===== src/core/bocm_cfg.svh =====
// Constants for the breaker object control block.
// Assumes a 200 MHz system clock and settings given in 20 ms steps.
`ifndef BOCM_CFG_SVH
`define BOCM_CFG_SVH

// System clock rate and millisecond tick
`define BOCM_CLK_HZ 200000000
`define BOCM_TICK_US 1000
`define BOCM_TICK_CYC (`BOCM_CLK_HZ / 1000000 * `BOCM_TICK_US)

// Setting step is 0.02 s, counted in ms ticks
`define BOCM_STEP_MS 5'h14

// Width of every setting and timer, counted in steps
`define BOCM_TW 15

// Recommended settings in steps: 0.2 s, 0.2 s and 10 s
`define BOCM_TRAV_DEF 15'h000a
`define BOCM_PULSE_DEF 15'h000a
`define BOCM_TERM_DEF 15'h01f4
`define BOCM_FT_DEF 15'h000a

// Largest value of a request counter
`define BOCM_CNT_MAX 32'hffffffff

`endif


===== src/core/bocm_pkg.sv =====
// Types for the breaker object control block.
// Assumes the constants header is on the include path.
`default_nettype none
`include "bocm_cfg.svh"

package bocm_pkg;

    // Kind of switchgear object handled
    typedef enum logic [1:0] {
        BOCM_WDCB, BOCM_CB, BOCM_DISC, BOCM_EARTH
    } bocm_type_t;

    // Decoded position; for the cart OPEN is out and CLOSED is in
    typedef enum logic [2:0] {
        POS_INTERM, POS_OPEN, POS_CLOSED, POS_BAD, POS_UNUSED
    } bocm_pos_t;

    typedef enum logic [1:0] {RDY_OFF, RDY_HIGH, RDY_LOW} bocm_ready_t;

    typedef enum logic [1:0] {
        ACC_USER, ACC_OPER, ACC_CONF, ACC_SUPER
    } bocm_access_t;

    typedef enum logic [1:0] {ST_IDLE, ST_OPENING, ST_CLOSING} bocm_fsm_t;

    typedef struct packed {
        logic [31:0] div;
        logic [4:0] sub;
        logic ms;
        logic step;
    } bocm_tick_t;

    typedef struct packed {
        bocm_pos_t status;
        logic [1:0] raw;
        logic [`BOCM_TW-1:0] cnt;
    } bocm_posst_t;

    typedef struct packed {
        bocm_fsm_t fsm;
        logic [`BOCM_TW-1:0] tmr;
        logic [`BOCM_TW-1:0] ft_tmr;
        logic ft;
        logic open_cmd;
        logic close_cmd;
        logic open_fail;
        logic close_fail;
        logic open_allow;
        logic close_allow;
        logic [5:0] req_q;
        logic [31:0] n_open;
        logic [31:0] n_close;
        logic [31:0] n_open_fail;
        logic [31:0] n_close_fail;
    } bocm_ctrl_t;

endpackage : bocm_pkg

`default_nettype wire


===== src/core/bocm_tick_if.sv =====
// Time base bundle: the ms tick and the 20 ms setting step.
// Assumes one producer and any number of listeners on ref_clk_i.
`timescale 1ns/1ps
`default_nettype none

interface bocm_tick_if;
    logic ms;
    logic step;
    modport src (output ms, output step);
    modport snk (input ms, input step);
endinterface : bocm_tick_if

`default_nettype wire


===== src/core/bocm_tick.sv =====
// Millisecond tick and setting-step generator.
// Assumes a free running ref_clk_i and synchronous reset.
`timescale 1ns/1ps
`default_nettype none
`include "bocm_cfg.svh"

module bocm_tick #(
    parameter int TICK_CYCLES = `BOCM_TICK_CYC
) (
    input wire logic ref_clk_i,
    input wire logic rst_i,
    bocm_tick_if.src tk
);

    bocm_pkg::bocm_tick_t s;
    bocm_pkg::bocm_tick_t next_s;

    ////////////////////////////////////////////////////////////////////////
    // common ms tick
    always_comb begin
        next_s = s;
        next_s.ms = 1'b0;
        next_s.step = 1'b0;
        if (s.div == 32'(TICK_CYCLES - 1)) begin
            next_s.div = 32'h0;
            next_s.ms = 1'b1;
            if (s.sub == `BOCM_STEP_MS - 5'h1) begin
                next_s.sub = 5'h0;
                next_s.step = 1'b1;
            end else begin
                next_s.sub = s.sub + 5'h1;
            end
        end else begin
            next_s.div = s.div + 32'h1;
        end
    end

    // State register
    always_ff @(posedge ref_clk_i) begin
        if (rst_i) begin
            s <= '0;
        end else begin
            s <= next_s;
        end
    end

    assign tk.ms = s.ms;
    assign tk.step = s.step;

endmodule : bocm_tick

`default_nettype wire


===== src/core/bocm_pos.sv =====
// Two-input position decoder with traverse time filter.
// Assumes inputs synchronous to ref_clk_i and a running step tick.
`timescale 1ns/1ps
`default_nettype none
`include "bocm_cfg.svh"

module bocm_pos (
    input wire logic ref_clk_i,
    input wire logic rst_i,
    bocm_tick_if.snk tk,
    input wire logic en_i,
    input wire logic a_i,
    input wire logic b_i,
    input wire logic [`BOCM_TW-1:0] limit_i,
    output bocm_pkg::bocm_pos_t status_o
);

    bocm_pkg::bocm_posst_t s;
    bocm_pkg::bocm_posst_t next_s;

    ////////////////////////////////////////////////////////////////////////
    // Valid pairs settle at once, odd pairs only after the traverse time
    always_comb begin
        next_s = s;
        next_s.raw = {a_i, b_i};
        if (!en_i) begin
            next_s.status = bocm_pkg::POS_UNUSED;
            next_s.cnt = '0;
        end else begin
            case ({a_i, b_i})
                2'b10: begin
                    next_s.status = bocm_pkg::POS_OPEN;
                    next_s.cnt = '0;
                end
                2'b01: begin
                    next_s.status = bocm_pkg::POS_CLOSED;
                    next_s.cnt = '0;
                end
                default: begin
                    if ({a_i, b_i} != s.raw) begin
                        next_s.cnt = '0;
                    end else if (s.cnt >= limit_i) begin
                        next_s.status = a_i ? bocm_pkg::POS_BAD
                                            : bocm_pkg::POS_INTERM;
                    end else if (tk.step) begin
                        next_s.cnt = s.cnt + 15'h0001;
                    end
                end
            endcase
        end
    end

    // State register
    always_ff @(posedge ref_clk_i) begin
        if (rst_i) begin
            s <= '0;
        end else begin
            s <= next_s;
        end
    end

    assign status_o = s.status;
endmodule : bocm_pos

`default_nettype wire


===== src/core/bocm_top.sv =====
// Breaker object control: position monitoring, command gating, pulses.
// Assumes all inputs synchronous to ref_clk_i; settings are in 20 ms steps.
//
// How it works
// - Withdrawable type monitors cart and breaker, gates close on checks.
// - Plain breaker gates close on checks, cart reported unused.
// - Disconnector controls; earthing switch only indicates, never commands.
// - Open input high means open, close input high means closed.
// - Cart-in high means inserted, cart-out high means withdrawn.
// - Commands leave as pulses on relay outputs, never steady.
// - Both inputs still high after traverse time gives Bad.
// - Neither input high after traverse time gives Intermediate.
// - Close pulse is cut at its settable maximum length.
// - Open pulse is cut at its own settable maximum length.
// - Pulse ends early once the object reaches the new position.
// - No position change within termination timeout raises fail, ends control.
// - Final trip output lasts set length; zero holds it until the next successful close.
// - With reclosing pending, no final trip after the opening.
// - Panel commands need the selected access level, default configurator.
// - Local open and close inputs act as command sources.
// - Remote and application open and close inputs act as sources.
// - Breaker close refused when sync check is used and permission absent; disconnector close skips it.
// - Breaker close allowed only with readiness at the chosen polarity; disconnector close skips it.
// - Success and fail counters saturate; clear zeros them.
`timescale 1ns/1ps
`default_nettype none
`include "bocm_cfg.svh"

module bocm_top #(
    parameter int TICK_CYCLES = `BOCM_TICK_CYC
) (
    input wire logic ref_clk_i,
    input wire logic rst_i,
    input wire bocm_pkg::bocm_type_t obj_type_i,
    input wire logic open_st_i,
    input wire logic close_st_i,
    input wire logic cart_in_i,
    input wire logic cart_out_i,
    input wire logic ready_i,
    input wire bocm_pkg::bocm_ready_t ready_mode_i,
    input wire logic sync_ok_i,
    input wire logic sync_use_i,
    input wire logic [`BOCM_TW-1:0] traverse_i,
    input wire logic [`BOCM_TW-1:0] close_len_i,
    input wire logic [`BOCM_TW-1:0] open_len_i,
    input wire logic [`BOCM_TW-1:0] term_i,
    input wire logic [`BOCM_TW-1:0] ft_len_i,
    input wire logic ar_pending_i,
    input wire bocm_pkg::bocm_access_t access_req_i,
    input wire bocm_pkg::bocm_access_t panel_level_i,
    input wire logic panel_open_i,
    input wire logic panel_close_i,
    input wire logic local_open_i,
    input wire logic local_close_i,
    input wire logic remote_open_i,
    input wire logic remote_close_i,
    input wire logic app_open_i,
    input wire logic app_close_i,
    input wire logic stats_clear_i,
    output bocm_pkg::bocm_pos_t obj_status_o,
    output bocm_pkg::bocm_pos_t cart_status_o,
    output logic open_cmd_o,
    output logic close_cmd_o,
    output logic final_trip_o,
    output logic open_fail_o,
    output logic close_fail_o,
    output logic open_allowed_o,
    output logic close_allowed_o,
    output logic busy_o,
    output logic [31:0] n_open_o,
    output logic [31:0] n_close_o,
    output logic [31:0] n_open_fail_o,
    output logic [31:0] n_close_fail_o
);

    bocm_pkg::bocm_ctrl_t s;
    bocm_pkg::bocm_ctrl_t next_s;
    logic [5:0] req_now;
    logic [5:0] req_rise;
    logic panel_ok;
    logic open_req;
    logic close_req;
    logic ctrl_ok;
    logic breaker;
    logic ready_ok;
    logic close_ok;

    bocm_tick_if tk ();

    // Saturating counter step
    function automatic logic [31:0] bocm_inc(input logic [31:0] v);
        bocm_inc = (v == `BOCM_CNT_MAX) ? v : v + 32'h1;
    endfunction : bocm_inc

    ////////////////////////////////////////////////////////////////////////
    // Time base
    bocm_tick #(
        .TICK_CYCLES(TICK_CYCLES)
    ) u_tick (
        .ref_clk_i(ref_clk_i),
        .rst_i(rst_i),
        .tk(tk.src)
    );

    ////////////////////////////////////////////////////////////////////////
    // breaker position
    bocm_pos u_obj (
        .ref_clk_i(ref_clk_i),
        .rst_i(rst_i),
        .tk(tk.snk),
        .en_i(1'b1),
        .a_i(open_st_i),
        .b_i(close_st_i),
        .limit_i(traverse_i),
        .status_o(obj_status_o)
    );

    // cart position, only for the withdrawable type
    bocm_pos u_cart (
        .ref_clk_i(ref_clk_i),
        .rst_i(rst_i),
        .tk(tk.snk),
        .en_i(obj_type_i == bocm_pkg::BOCM_WDCB),
        .a_i(cart_out_i),
        .b_i(cart_in_i),
        .limit_i(traverse_i),
        .status_o(cart_status_o)
    );

    ////////////////////////////////////////////////////////////////////////
    // Request sources, local, remote and application levels taken on their rising edge; panel inputs used as levels
    assign req_now = {local_open_i, remote_open_i, app_open_i,
                      local_close_i, remote_close_i, app_close_i};
    assign req_rise = req_now & ~s.req_q;
    assign panel_ok = panel_level_i >= access_req_i;
    assign open_req = (|req_rise[5:3]) || (panel_open_i && panel_ok);
    assign close_req = (|req_rise[2:0]) || (panel_close_i && panel_ok);

    ////////////////////////////////////////////////////////////////////////
    // Command permission
    // earthing switch never commands
    assign ctrl_ok = obj_type_i != bocm_pkg::BOCM_EARTH;
    assign breaker = (obj_type_i == bocm_pkg::BOCM_WDCB)
                     || (obj_type_i == bocm_pkg::BOCM_CB);
    assign ready_ok = (ready_mode_i == bocm_pkg::RDY_OFF)
                      || ((ready_mode_i == bocm_pkg::RDY_HIGH) && ready_i)
                      || ((ready_mode_i == bocm_pkg::RDY_LOW) && !ready_i);
    assign close_ok = ctrl_ok
                      && (!breaker || ((!sync_use_i || sync_ok_i) && ready_ok));

    ////////////////////////////////////////////////////////////////////////
    // Control sequence, counters and final trip
    always_comb begin
        next_s = s;
        next_s.open_fail = 1'b0;
        next_s.close_fail = 1'b0;
        next_s.req_q = req_now;
        next_s.open_allow = ctrl_ok;
        next_s.close_allow = close_ok;
        if (tk.step && (s.tmr != '1)) begin
            next_s.tmr = s.tmr + 15'h0001;
        end
        if (tk.step && (s.ft_tmr != '1)) begin
            next_s.ft_tmr = s.ft_tmr + 15'h0001;
        end
        if (s.ft && (ft_len_i != '0) && (s.ft_tmr >= ft_len_i)) begin
            next_s.ft = 1'b0;
        end
        // clear, a same-cycle success still counts
        if (stats_clear_i) begin
            next_s.n_open = '0;
            next_s.n_close = '0;
            next_s.n_open_fail = '0;
            next_s.n_close_fail = '0;
        end
        case (s.fsm)
            bocm_pkg::ST_IDLE: begin
                if (open_req) begin
                    if (ctrl_ok) begin
                        next_s.fsm = bocm_pkg::ST_OPENING;
                        next_s.tmr = '0;
                        next_s.open_cmd = 1'b1;
                    end else begin
                        next_s.open_fail = 1'b1;
                        next_s.n_open_fail = bocm_inc(next_s.n_open_fail);
                    end
                    if (close_req) begin
                        next_s.close_fail = 1'b1;
                        next_s.n_close_fail = bocm_inc(next_s.n_close_fail);
                    end
                end else if (close_req) begin
                    if (close_ok) begin
                        next_s.fsm = bocm_pkg::ST_CLOSING;
                        next_s.tmr = '0;
                        next_s.close_cmd = 1'b1;
                    end else begin
                        next_s.close_fail = 1'b1;
                        next_s.n_close_fail = bocm_inc(next_s.n_close_fail);
                    end
                end
            end
            bocm_pkg::ST_OPENING: begin
                if (obj_status_o == bocm_pkg::POS_OPEN) begin
                    next_s.open_cmd = 1'b0;
                    next_s.fsm = bocm_pkg::ST_IDLE;
                    next_s.n_open = bocm_inc(next_s.n_open);
                    if (!ar_pending_i) begin
                        next_s.ft = 1'b1;
                        next_s.ft_tmr = '0;
                    end
                end else if (s.tmr >= term_i) begin
                    next_s.open_cmd = 1'b0;
                    next_s.fsm = bocm_pkg::ST_IDLE;
                    next_s.open_fail = 1'b1;
                    next_s.n_open_fail = bocm_inc(next_s.n_open_fail);
                end else if (s.tmr >= open_len_i) begin
                    next_s.open_cmd = 1'b0;
                end
            end
            bocm_pkg::ST_CLOSING: begin
                if (obj_status_o == bocm_pkg::POS_CLOSED) begin
                    next_s.close_cmd = 1'b0;
                    next_s.fsm = bocm_pkg::ST_IDLE;
                    next_s.n_close = bocm_inc(next_s.n_close);
                    next_s.ft = 1'b0;
                end else if (s.tmr >= term_i) begin
                    next_s.close_cmd = 1'b0;
                    next_s.fsm = bocm_pkg::ST_IDLE;
                    next_s.close_fail = 1'b1;
                    next_s.n_close_fail = bocm_inc(next_s.n_close_fail);
                end else if (s.tmr >= close_len_i) begin
                    next_s.close_cmd = 1'b0;
                end
            end
            default: begin
                next_s.fsm = bocm_pkg::ST_IDLE;
                next_s.open_cmd = 1'b0;
                next_s.close_cmd = 1'b0;
            end
        endcase
    end

    // State register
    always_ff @(posedge ref_clk_i) begin
        if (rst_i) begin
            s <= '0;
        end else begin
            s <= next_s;
        end
    end

    assign open_cmd_o = s.open_cmd;
    assign close_cmd_o = s.close_cmd;
    assign final_trip_o = s.ft;
    assign open_fail_o = s.open_fail;
    assign close_fail_o = s.close_fail;
    assign open_allowed_o = s.open_allow;
    assign close_allowed_o = s.close_allow;
    assign busy_o = s.fsm != bocm_pkg::ST_IDLE;
    assign n_open_o = s.n_open;
    assign n_close_o = s.n_close;
    assign n_open_fail_o = s.n_open_fail;
    assign n_close_fail_o = s.n_close_fail;
endmodule : bocm_top

`default_nettype wire


===== config.mk =====
export PLATFORM = sky130hd
export DESIGN_NAME = bocm_top
export DESIGN_NICKNAME = d
export VERILOG_FILES = /design/src/core/bocm_pkg.sv /design/src/core/bocm_tick_if.sv /design/src/core/bocm_tick.sv /design/src/core/bocm_pos.sv /design/src/core/bocm_top.sv
export VERILOG_INCLUDE_DIRS = /design/src /design/src/core
export SDC_FILE = /design/constraint.sdc
export NUM_CORES = 1
export LEC_CHECK = 0
export ABC_CLOCK_PERIOD_IN_PS = 4700
export BUFFER_PORTS_ARGS = -buffer_cell sky130_fd_sc_hd__buf_2
export CORE_ASPECT_RATIO = 2
export CORE_UTILIZATION = 55
export DETAILED_ROUTE_END_ITERATION = 8
export GPL_ROUTABILITY_DRIVEN = 0
export GPL_TIMING_DRIVEN = 0
export PLACE_DENSITY_LB_ADDON = 0.15
export SLEW_MARGIN = 0
export SYNTH_ARGS = -nofsm -noshare
export SYNTH_HDL_FRONTEND = slang
export SYNTH_SLANG_ARGS = --single-unit

===== constraint.sdc =====
create_clock -name ref_clk_i -period 4.7 [get_ports ref_clk_i]
set_input_delay 0.94 -clock ref_clk_i [delete_from_list [all_inputs] [get_ports ref_clk_i]]
set_output_delay 0.94 -clock ref_clk_i [all_outputs]
set_load 0.01 [all_outputs]

# Word-level counts from Yosys, hierarchy flattened
# Cells that the tools add are included.
[word_totals]
word_cells = 201
mem_count = 0
romBits = 0
mem_bits_rw = 0
in_bits = 102
out_inout_bits = 142
latch_bits = 0
reg_bits = 251
[op_classes]
n_reduce_logical = 42
n_mux = 73
magnitude_cmp = 7
add_sub_neg = 10
bitwise = 8
n_mul = 0
shifts = 0
div = 0
eq_ne = 36
[op_table]
columns = ["cell", "n"]
rows = [
  ["2-to-1 mux 32 bit", 18],
  ["adder 32 x 1 -> 32 bit (second input constant)", 5],
  ["== test 32 bit (second input constant)", 4],
  ["2-to-1 mux 128 bit", 1],
  ["one-hot mux 32 bit (2 select lines)", 2],
  [">= comparator 15 bit", 6],
  ["2-to-1 mux 17 bit", 4],
  ["adder 15 x 1 -> 15 bit (second input constant)", 4],
  ["2-to-1 mux 15 bit", 4],
  ["== test 32 x 18 -> 1 bit (second input constant)", 1],
  ["2-to-1 mux 16 bit", 2],
  ["!= test 15 bit (second input constant)", 2],
  ["2-to-1 mux 1 bit", 23],
  ["!= test 4 bit (second input constant)", 4],
  ["2-to-1 mux 3 bit", 5],
  ["!= test 3 bit (second input constant)", 5],
  ["nonzero test 15 bit", 1],
  ["!= test 2 bit (second input constant)", 6],
  ["one-hot mux 3 bit (2 select lines)", 2],
  ["== test 2 x 1 -> 1 bit (second input constant)", 5],
  ["logical AND 1 bit", 10],
  ["2-to-1 mux 2 bit", 5],
  ["AND reduction 2 bit", 5],
  ["== test 2 bit (second input constant)", 4],
  ["25 further kinds", 48],
]

# Logic depth before layout (Yosys ltp)
# Gate-level depths: netlist of run 1.
[depth]
ltp_word = 11
depth_mapped = 14
depth_no_buf = 10

# By module
# From an unflattened synthesis of run 1, not the netlist that was laid out.
[hier_totals]
hier_cells = 2058
hier_area_um2 = 16470.8
[by_module_without_submodules]
columns = ["mod", "area_each_um2", "cells_each", "seq_area_each_um2", "n_inst"]
rows = [
  ["bocm_top", 11618.6, 1483, 3463.3, 1],
  ["bocm_pos", 1437.6, 173, 400.4, 2],
  ["bocm_tick", 1976.9, 229, 780.7, 1],
]

# Least setup slack after synthesis of run 1
# OpenSTA, ideal clock, no wires.
[synth_path]
path_type = "input-to-reg"
start = "in stats_clear_i"
end = "reg s, in the netlist n_close_fail_o[31]"
slack_ps = 1056
stages = 13
setup_time_ps = 116
t_arrival_ps = 3527
required_ps = 4584
n_path_buf = 4
cell_sequence = "buf_2 -> clkbuf_1 -> clkbuf_1 -> clkbuf_1 -> nor2b_1 -> ha_1 -> nand4b_1 -> nor2b_1 -> and3_1 -> a2111oi_4 -> a211oi_1 -> o21a_1 -> a41o_1"
[synth_via]
elab_chain_len = 7
elab_cells_between_ends = 11
classes_between = "add/sub: 1; eq/ne: 1; mux: 9"
[synth_rtl]
columns = ["element", "line_no", "rtl"]
rows = [
  ["start: declaration", "bocm_top.sv:59", "input wire logic stats_clear_i,"],
  ["2-to-1 mux 128 bit *", "bocm_top.sv:170", "if (stats_clear_i) begin"],
  ["adder 32 x 1 -> 32 bit / == test 32 bit (equally long branches)", "n/a", ""],
  ["2-to-1 mux 32 bit", "bocm_top.sv:92", "bocm_inc = (v == `BOCM_CNT_MAX) ? v : v + 32'h1;"],
  ["2-to-1 mux 32 bit", "bocm_top.sv:192", "if (close_ok) begin"],
  ["2-to-1 mux 32 bit", "bocm_top.sv:191", "end else if (close_req) begin"],
  ["2-to-1 mux 32 bit", "bocm_top.sv:178", "if (open_req) begin"],
  ["one-hot mux 32 bit (2 select lines) *", "bocm_top.sv:176", "case (s.fsm)"],
  ["end signal: assignment", "bocm_top.sv:248", "s <= next_s;"],
  ["end: declaration", "bocm_top.sv:76", "bocm_pkg::bocm_ctrl_t s;"],
]
# Mark *: on every way between the ends. The rest lies on a longest branch, timed or not.
# A chain may end at the register's enable or synchronous reset.

# Worst setup path after layout of run 1
[layout_path]
start = "in stats_clear_i"
end = "reg s, in the netlist n_close_fail_o[7]"
# Same word-level chain as after synthesis.

==> summary.txt, run 1 <==
Placement
  – Cells after DPL: 2609
  – Dpl hpwl: 38590 um
  – PortBufs: 241

Detailed routing
  – Detail Route Antenna Nets: 0
  – DR WL/cell: ~19 um
  – DRC errors left: 0
  – Vias per inst: around 6.0
  – Initial DRC Count: between 900 and 1k
  – Final WL: roughly 49000 um
  – Total number of vias: 16.02k
  – Drt first pass iters: 7

GRT
  – GRT met1 Usage: 0.3216
  – Initial antenna violation count: 3
  – Largest net degree at the start of global routing: 15
  – GR Util met3: 0.04331
  – Met2 GRT Util: 0.6097
  – Total GRT Usage: 0.3331
  – First-pass GRT wire length: 78510 um
  – Grt ovf: 0
  – Vias in the first global route: 15.89k
  – Gr busiest metal: met2

Synth
  – Post-synthesis area per instance: 8.014 um2
  – EDFF count, synth: 0
  – Unique masters post-synth: 81
  – Register area share after synthesis: 0.3110
  – Main synth FF type: dfxtp_1
  – Post-synth top area share: 0.3110
  – Most common cell in the netlist: dfxtp_1
  – Synthesized net count: 2220
  – Post-synth top cells: dfxtp_1 (250), nor2_1 (214), nand2_1 (164), buf_4 (134), inv_1 (116)
  – Largest area contributor in the netlist: dfxtp_1
  – Largest cells by area after synthesis: dfxtp_1 (31%), ha_1 (8.6%), buf_4 (6.3%)
  – Cells after synthesis: 2008
  – Synth warn: 0
  – Post-Syn Area: between 15000 and 20000 um2
  – Async SR Flop Fraction: 0
  – #FFs+latches synth: between 200 and 300

Outcome
  – Status: finished, final reports clean

Timing
  – Min Hold Slack: between 400 and 500 ps
  – Final setup viols: 0
  – Fmax: approximately 230 MHz
  – RSZ-0062 raised after global routing: false
  – Final setup skew: 20.91 ps
  – Worst-margin pin slew: 975.1 ps
  – Fin. Hold Viols: 0
  – Slew margin rel.: 0.3449
  – Min Tclk post-route: 4378 ps
  – Period utilisation layout: 0.9315
  – Final Max Tran Viols: 0

Cells and area
  – Final Non-Filler Cells: around 2.7k
  – Final nets: 2486
  – Layout area overhead: 15.12%
  – Ratio of cells with drive above 1 in the final layout: 0.1969
  – Final core occ: 0.6421

Clock network
  – Clk pin slew, worst setup/hold paths: approximately 60 ps
  – CTS resizes: 0
  – Htree depth: 1
  – TritonCTS clock tree: built
  – Num CTS Buffers: 24
  – Clock latency at the later pin of the worst-skew pair: 540 ps
  – CTS Sinks: 250
  – Clk root buf: clkbuf_16
  – CTS max path bufs: 3

Setup path
  – Crit. End Element: flip-flop
  – Critical path launch point type: input port
  – CP Data Arrival Time: 4770 ps
  – Crit path launch: stats_clear_i
  – Worst EP required: 5090 ps
  – Max FO, Critical Path: 19
  – Type of the worst setup path: input port to flip-flop
  – Reg2Reg Launch Point: s[166]

Die
  – Starting Density: 0.5578
  – Row count: 88
  – Die width: between 100 and 150 um
  – Num ports: 244
  – Die area: 29990 um2
  – Core Footprint: slightly below 30000 um2
  – Die Ht: 243.9 um

Power and ir drop
  – Power per cell area: 248.3 nW/um2
  – P_leak: 8.057 nW
  – Max rail drop VDD: 0.0002364 V

Hold path
  – Hold_sp: u_tick.s[7]
  – Worst Hold Class: flip-flop to flip-flop

Flow run
  – Max-Cap Viols: 0
[logic make-up (layout without fill, tap and decap cells)]
| group | after synthesis | count (layout) | synth area share |
|---|---|---|---|
| DFF | 250 | 250 | 0.3110 |
| adders and majority gates | 110 | 110 | 0.08553 |
| muxes | 12 | 12 | 0.007465 |
| AOI/OAI and AO/OA | 324 | 324 | 0.1346 |
| xor gates and xnor gates | 121 | 121 | 0.06586 |
| buffers and inverters | 317 | 599 | 0.1060 |
| and+or+nand+nor | 873 | 873 | 0.2893 |
| other | 1 | 4 | 0.0002330 |
[through the flow]
| step | power [W] | setup slack, ps | setup TNS [ps] | area, um2 |
|---|---|---|---|---|
| 5_1_grt | 0.004734 | 235.4 | 0 | 18520 |
| 4_1_cts | 0.004607 | 31.64 | 0 | 18520 |
| 3_5_place_dp | 0.002670 | -541.8 | -16400 | 17750 |
| 2_1_floorplan | 0.002466 | 1056 | 0 | 16090 |
| 3_3_place_gp | 0.002662 | -508.5 | -12350 | 17750 |
| 6_report | 0.004600 | 321.8 | 0 | 18520 |
[flip-flops by register name, summed over array words and instances, names as in the netlist]
name,cells
s,38
u_tick.s,37
n_close_fail_o,32
n_close_o,32
n_open_fail_o,32
n_open_o,32
u_cart.s,17
u_obj.s,17
u_cart.status_o,3
u_obj.status_o,2
close_allowed_o,1
close_cmd_o,1
close_fail_o,1
final_trip_o,1
open_allowed_o,1
open_cmd_o,1
open_fail_o,1
u_tick.tk.step,1
[power breakdown]
part / internal (W) / switching, W / leakage, nW
sequential: 0.00214 / 0.0000193 / 2.02
combinational: 0.000150 / 0.000325 / 5.66
clock: 0.00111 / 0.000858 / 0.376
[layer usage]
layer,wire length (um),up-vias
li1,-,7560
met1,16580,7488
met2,25480,712
met3,3097,259
met4,4327,0
met5,0,-
[cell type report]
cell class              instances  area, um2
fillers                      2613      10320
clock buffers                  38      724.4
diodes                          3      7.507
plain buffers                 200       1266
inverters                     116      435.4
multi-input cells            1441       9382
repair buffers                241       1206
clock inverters                 4      47.55
flip-flops and latches        250       5005
well taps                     360      450.4
[worst max-delay path, cell delays in order]
cell and delay [ps]:
buf_2 170, buf_2 510, clkbuf_1 600, clkbuf_1 550, nor2b_1 110, ha_1 240
nand4b_1 130, nand2b_1 200, nor4b_2 110, nor4_1 650, a31oi_1 170, o41ai_1 260
o31ai_1 120
[cell usage in the layout (no fill, tap or decap), types with 19 or more instances in the layout]
cell type  instances
nand2_1          164
o21ai_0           68
xnor2_1           66
or3_1             26
buf_4            134
clkbuf_16         25
nand4_1           83
dfxtp_1          250
inv_1            116
clkbuf_1          62
buf_2            251
a21oi_1           78
ha_1             110
nor3_1            40
and4_1            19
nand2b_1          30
nor2_1           214
nand3_1           87
nor2b_1           50
and3_1            36
xor2_1            55
a31oi_1           19
nor4_1            36
[final timing paths]
kind | cells past startpoint | endpoint | slack (ps)
setup / recovery | 13 | n_close_fail_o[7] | 320
hold / removal | 1 | u_tick.s[7] | 460
setup reg to reg | 9 | n_close_fail_o[4] | 1330
hold reg to reg | 1 | u_tick.s[7] | 460
[repair_timing]
item | in CTS | in global routing
hold buffers | 0 | 0
setup endpoints to repair | 0 | 18
setup buffers | 0 | 0
Note: power is estimated with default switching activity, not from simulation.
==> inputs of run 2 (changes only) <==
--- a/config.mk
+++ b/config.mk
@@ -10,6 +10,7 @@
 export BUFFER_PORTS_ARGS = -buffer_cell sky130_fd_sc_hd__buf_2
 export CORE_ASPECT_RATIO = 2
 export CORE_UTILIZATION = 55
+export CTS_BUF_LIST = sky130_fd_sc_hd__clkbuf_8
 export DETAILED_ROUTE_END_ITERATION = 8
 export GPL_ROUTABILITY_DRIVEN = 0
 export GPL_TIMING_DRIVEN = 0
==> summary.txt, run 2 (synthesis gave the netlist of run 1 again) <==
Setup path
  – Reg2reg path depth: 9 (unchanged)
  – WP buf/inv: 4 (unchanged)
  – Crit. End Element: flip-flop
  – Worst EP required: 5170 ps (+80 ps)
  – CP Data Arrival Time: 4780 ps (about the same)
  – Critical path launch point type: input port
  – Most common cell on crit path: buf_2
  – CP Depth: 13 (unchanged)
  – Max incr delay on CP: 590 ps (-60 ps)
  – Crit-path cells: buf_2 > buf_2 > clkbuf_1 > nor2b_1 > ha_1 > nand4b_1 > nor4_4 > nand4_1 > or3b_1 > o21ai_2 > buf_2 > nand3_1 > and3_1
  – Slowest cell on the critical path: clkbuf_1
  – Type of the worst setup path: input port to flip-flop
  – Max FO, Critical Path: 19 (unchanged)
  – Worst path top cell family by delay: buffers and inverters

Clock network
  – Clock latency at the later pin of the worst-skew pair: 580 ps (+40 ps)
  – CTS Sinks: 250 (unchanged)
  – Clk pin slew, worst setup/hold paths: 70 ps (about the same)
  – Htree depth: 2 (+1)
  – CTS max path bufs: 3 (unchanged)
  – Num CTS Buffers: 38 (+58%)
  – TritonCTS clock tree: built
  – Clk root buf: clkbuf_8
  – Hold Buf Count CTS: 0 (unchanged)

Die
  – Starting Density: 0.5578 (unchanged)
  – Core Footprint: 28850 um2 (unchanged)
  – Num ports: 244 (unchanged)
  – Die width: 123.0 um (unchanged)
  – Die area: 29990 um2 (unchanged)
  – Die Ht: 243.9 um (unchanged)
  – Row count: 88 (unchanged)

Placement
  – Dpl hpwl: 38590 um (unchanged)
  – Pre-CTS WS: -541.8 ps (unchanged)
  – Post-DP Area: 17750 um2 (unchanged)
  – PortBufs: 241 (unchanged)

Cells and area
  – Most common cell after layout, fill and taps aside: buf_2
  – Max reg flops: 38 (unchanged)
  – Commonest cells after routing, fill and taps aside: buf_2 (251), dfxtp_1 (250), nor2_1 (214)
  – Final nets: 2500 (+0.56%)
  – Layout area overhead: 15.23%
  – Final Instance Area: 18540 um2 (+0.10%)
  – Ratio of cells with drive above 1 in the final layout: 0.2041 (+0.007121)
  – Largest registers: s x38, u_tick.s x37
  – Biggest register: s

Detailed routing
  – Final WL: 49670 um (+0.36%)
  – DR WL/cell: 18.55 um (-0.54%)
  – Initial DRC Count: 936 (-6.2%)
  – Detail Route Antenna Nets: 0 (unchanged)
  – Total number of vias: 15.99k (-0.16%)
  – DRC errors left: 0 (unchanged)
  – Drt first pass iters: 8 (+1)
  – Vias per inst: 5.975 (-1.1%)

GRT
  – Largest net degree at the start of global routing: 12 (-3)
  – First-pass GRT wire length: 77940 um (-0.72%)
  – Initial antenna violation count: 4 (+1)
  – Total GRT Usage: 0.3329 (about the same)
  – Grt ovf: 0 (unchanged)
  – Vias in the first global route: 15.86k (-0.20%)

Outcome
  – Status: finished, final reports clean

Timing
  – Slew margin rel.: 0.2911 (-0.05387)
  – PnR worst setup slack: 392.2 ps (+70.42 ps)
  – Final setup skew: 17.97 ps (-2.941 ps)
  – Min Hold Slack: 460.3 ps (+4.575 ps)
  – Final setup viols: 0 (unchanged)
  – Period utilisation layout: 0.9165 (-0.01498)
  – Worst-margin pin slew: 1054 ps (+78.59 ps)
  – Fin. Hold Viols: 0 (unchanged)
  – RSZ-0062 raised after global routing: false
  – Final Max Tran Viols: 0 (unchanged)
  – Fmax: 232.1 MHz (+1.6%)
  – Min Tclk post-route: 4308 ps (-70.42 ps)

Power and ir drop
  – P_leak: 8.125 nW (+0.84%)
  – Power per cell area: 246.5 nW/um2 (-0.74%)
  – Max rail drop VDD: 0.0001700 V (-28%)

Hold path
  – Worst Hold Class: flip-flop to flip-flop
  – Worst Hold Path Cells: 1 (unchanged)

Flow run
  – Max-Cap Viols: 0 (unchanged)
## run 2: cell types whose count changed in the layout (fill, tap and decap cells not counted)
cell        before  now
clkinvlp_4       1    2
inv_1          116  127
clkbuf_2         0    1
clkbuf_8         5   48
clkbuf_1        62   53
clkbuf_16       25    0
bufinv_16        1    2
diode_2          3    4
## run 2: worst register-to-register path, cell delays in order, from the launching register on
cell      delay (ps)
dfxtp_1          400
ha_1             350
nand2_1           50
o21ai_0          440
a21oi_1          200
o21a_1           230
o21ai_1          580
nand2_1          330
clkbuf_1         350
o31ai_1          310
## run 2: per-stage QoR
| stage | power, W | setup TNS (ps) | std cells | util |
|---|---|---|---|---|
| after floorplan | 0.002466 | 0 | 2008 | - |
| after global placement | 0.002662 | -12350 | 2609 | 0.6152 |
| after detailed placement | 0.002670 | -16400 | 2609 | 0.6152 |
| after CTS | 0.004580 | 0 | 2674 | 0.6425 |
| after global routing | 0.004701 | 0 | 2677 | 0.6428 |
| final | 0.004570 | 0 | 2677 | 0.6428 |
## run 2: layer usage
layer	wire (um)	vias to the layer above	GRT usage	share of wire
li1	-	7608	-	-
met1	16970	7489	0.3175	0.34
met2	25500	649	0.6077	0.51
met3	2854	248	0.05126	0.057
met4	4344	0	0.2747	0.087
met5	0	-	0	0
## run 2: worst paths after layout
check | end | start | slack (ps)
setup / recovery | n_open_fail_o[13] | stats_clear_i | 390
hold / removal | u_tick.s[7] | u_tick.s[7] | 460
setup reg to reg | n_close_fail_o[4] | s[166] | 1360
hold reg to reg | u_tick.s[7] | u_tick.s[7] | 460
## run 2: layout make-up
class                   count  area, um2
diodes                      4      10.01
plain buffers             200       1267
clock buffers              48      660.6
clock inverters            17      126.4
fillers                  2649      10300
inverters                 116      435.4
multi-input cells        1441       9382
flip-flops and latches    250       5005
well taps                 360      450.4
repair buffers            241       1206
## run 2: timing repair
| item | 4_1_cts | 5_1_grt |
|---|---|---|
| buffers inserted | 0 | 0 |
| endpoints found under the setup margin | 0 | 19 |
| gates resized for setup | 0 | 2 |
## run 2: where the power goes
group	switching [W]	leakage [nW]	internal (W)	total, W
clock	0.000909	0.440	0.00103	0.00194
sequential	0.0000192	2.02	0.00214	0.00216
combinational	0.000326	5.67	0.000150	0.000477
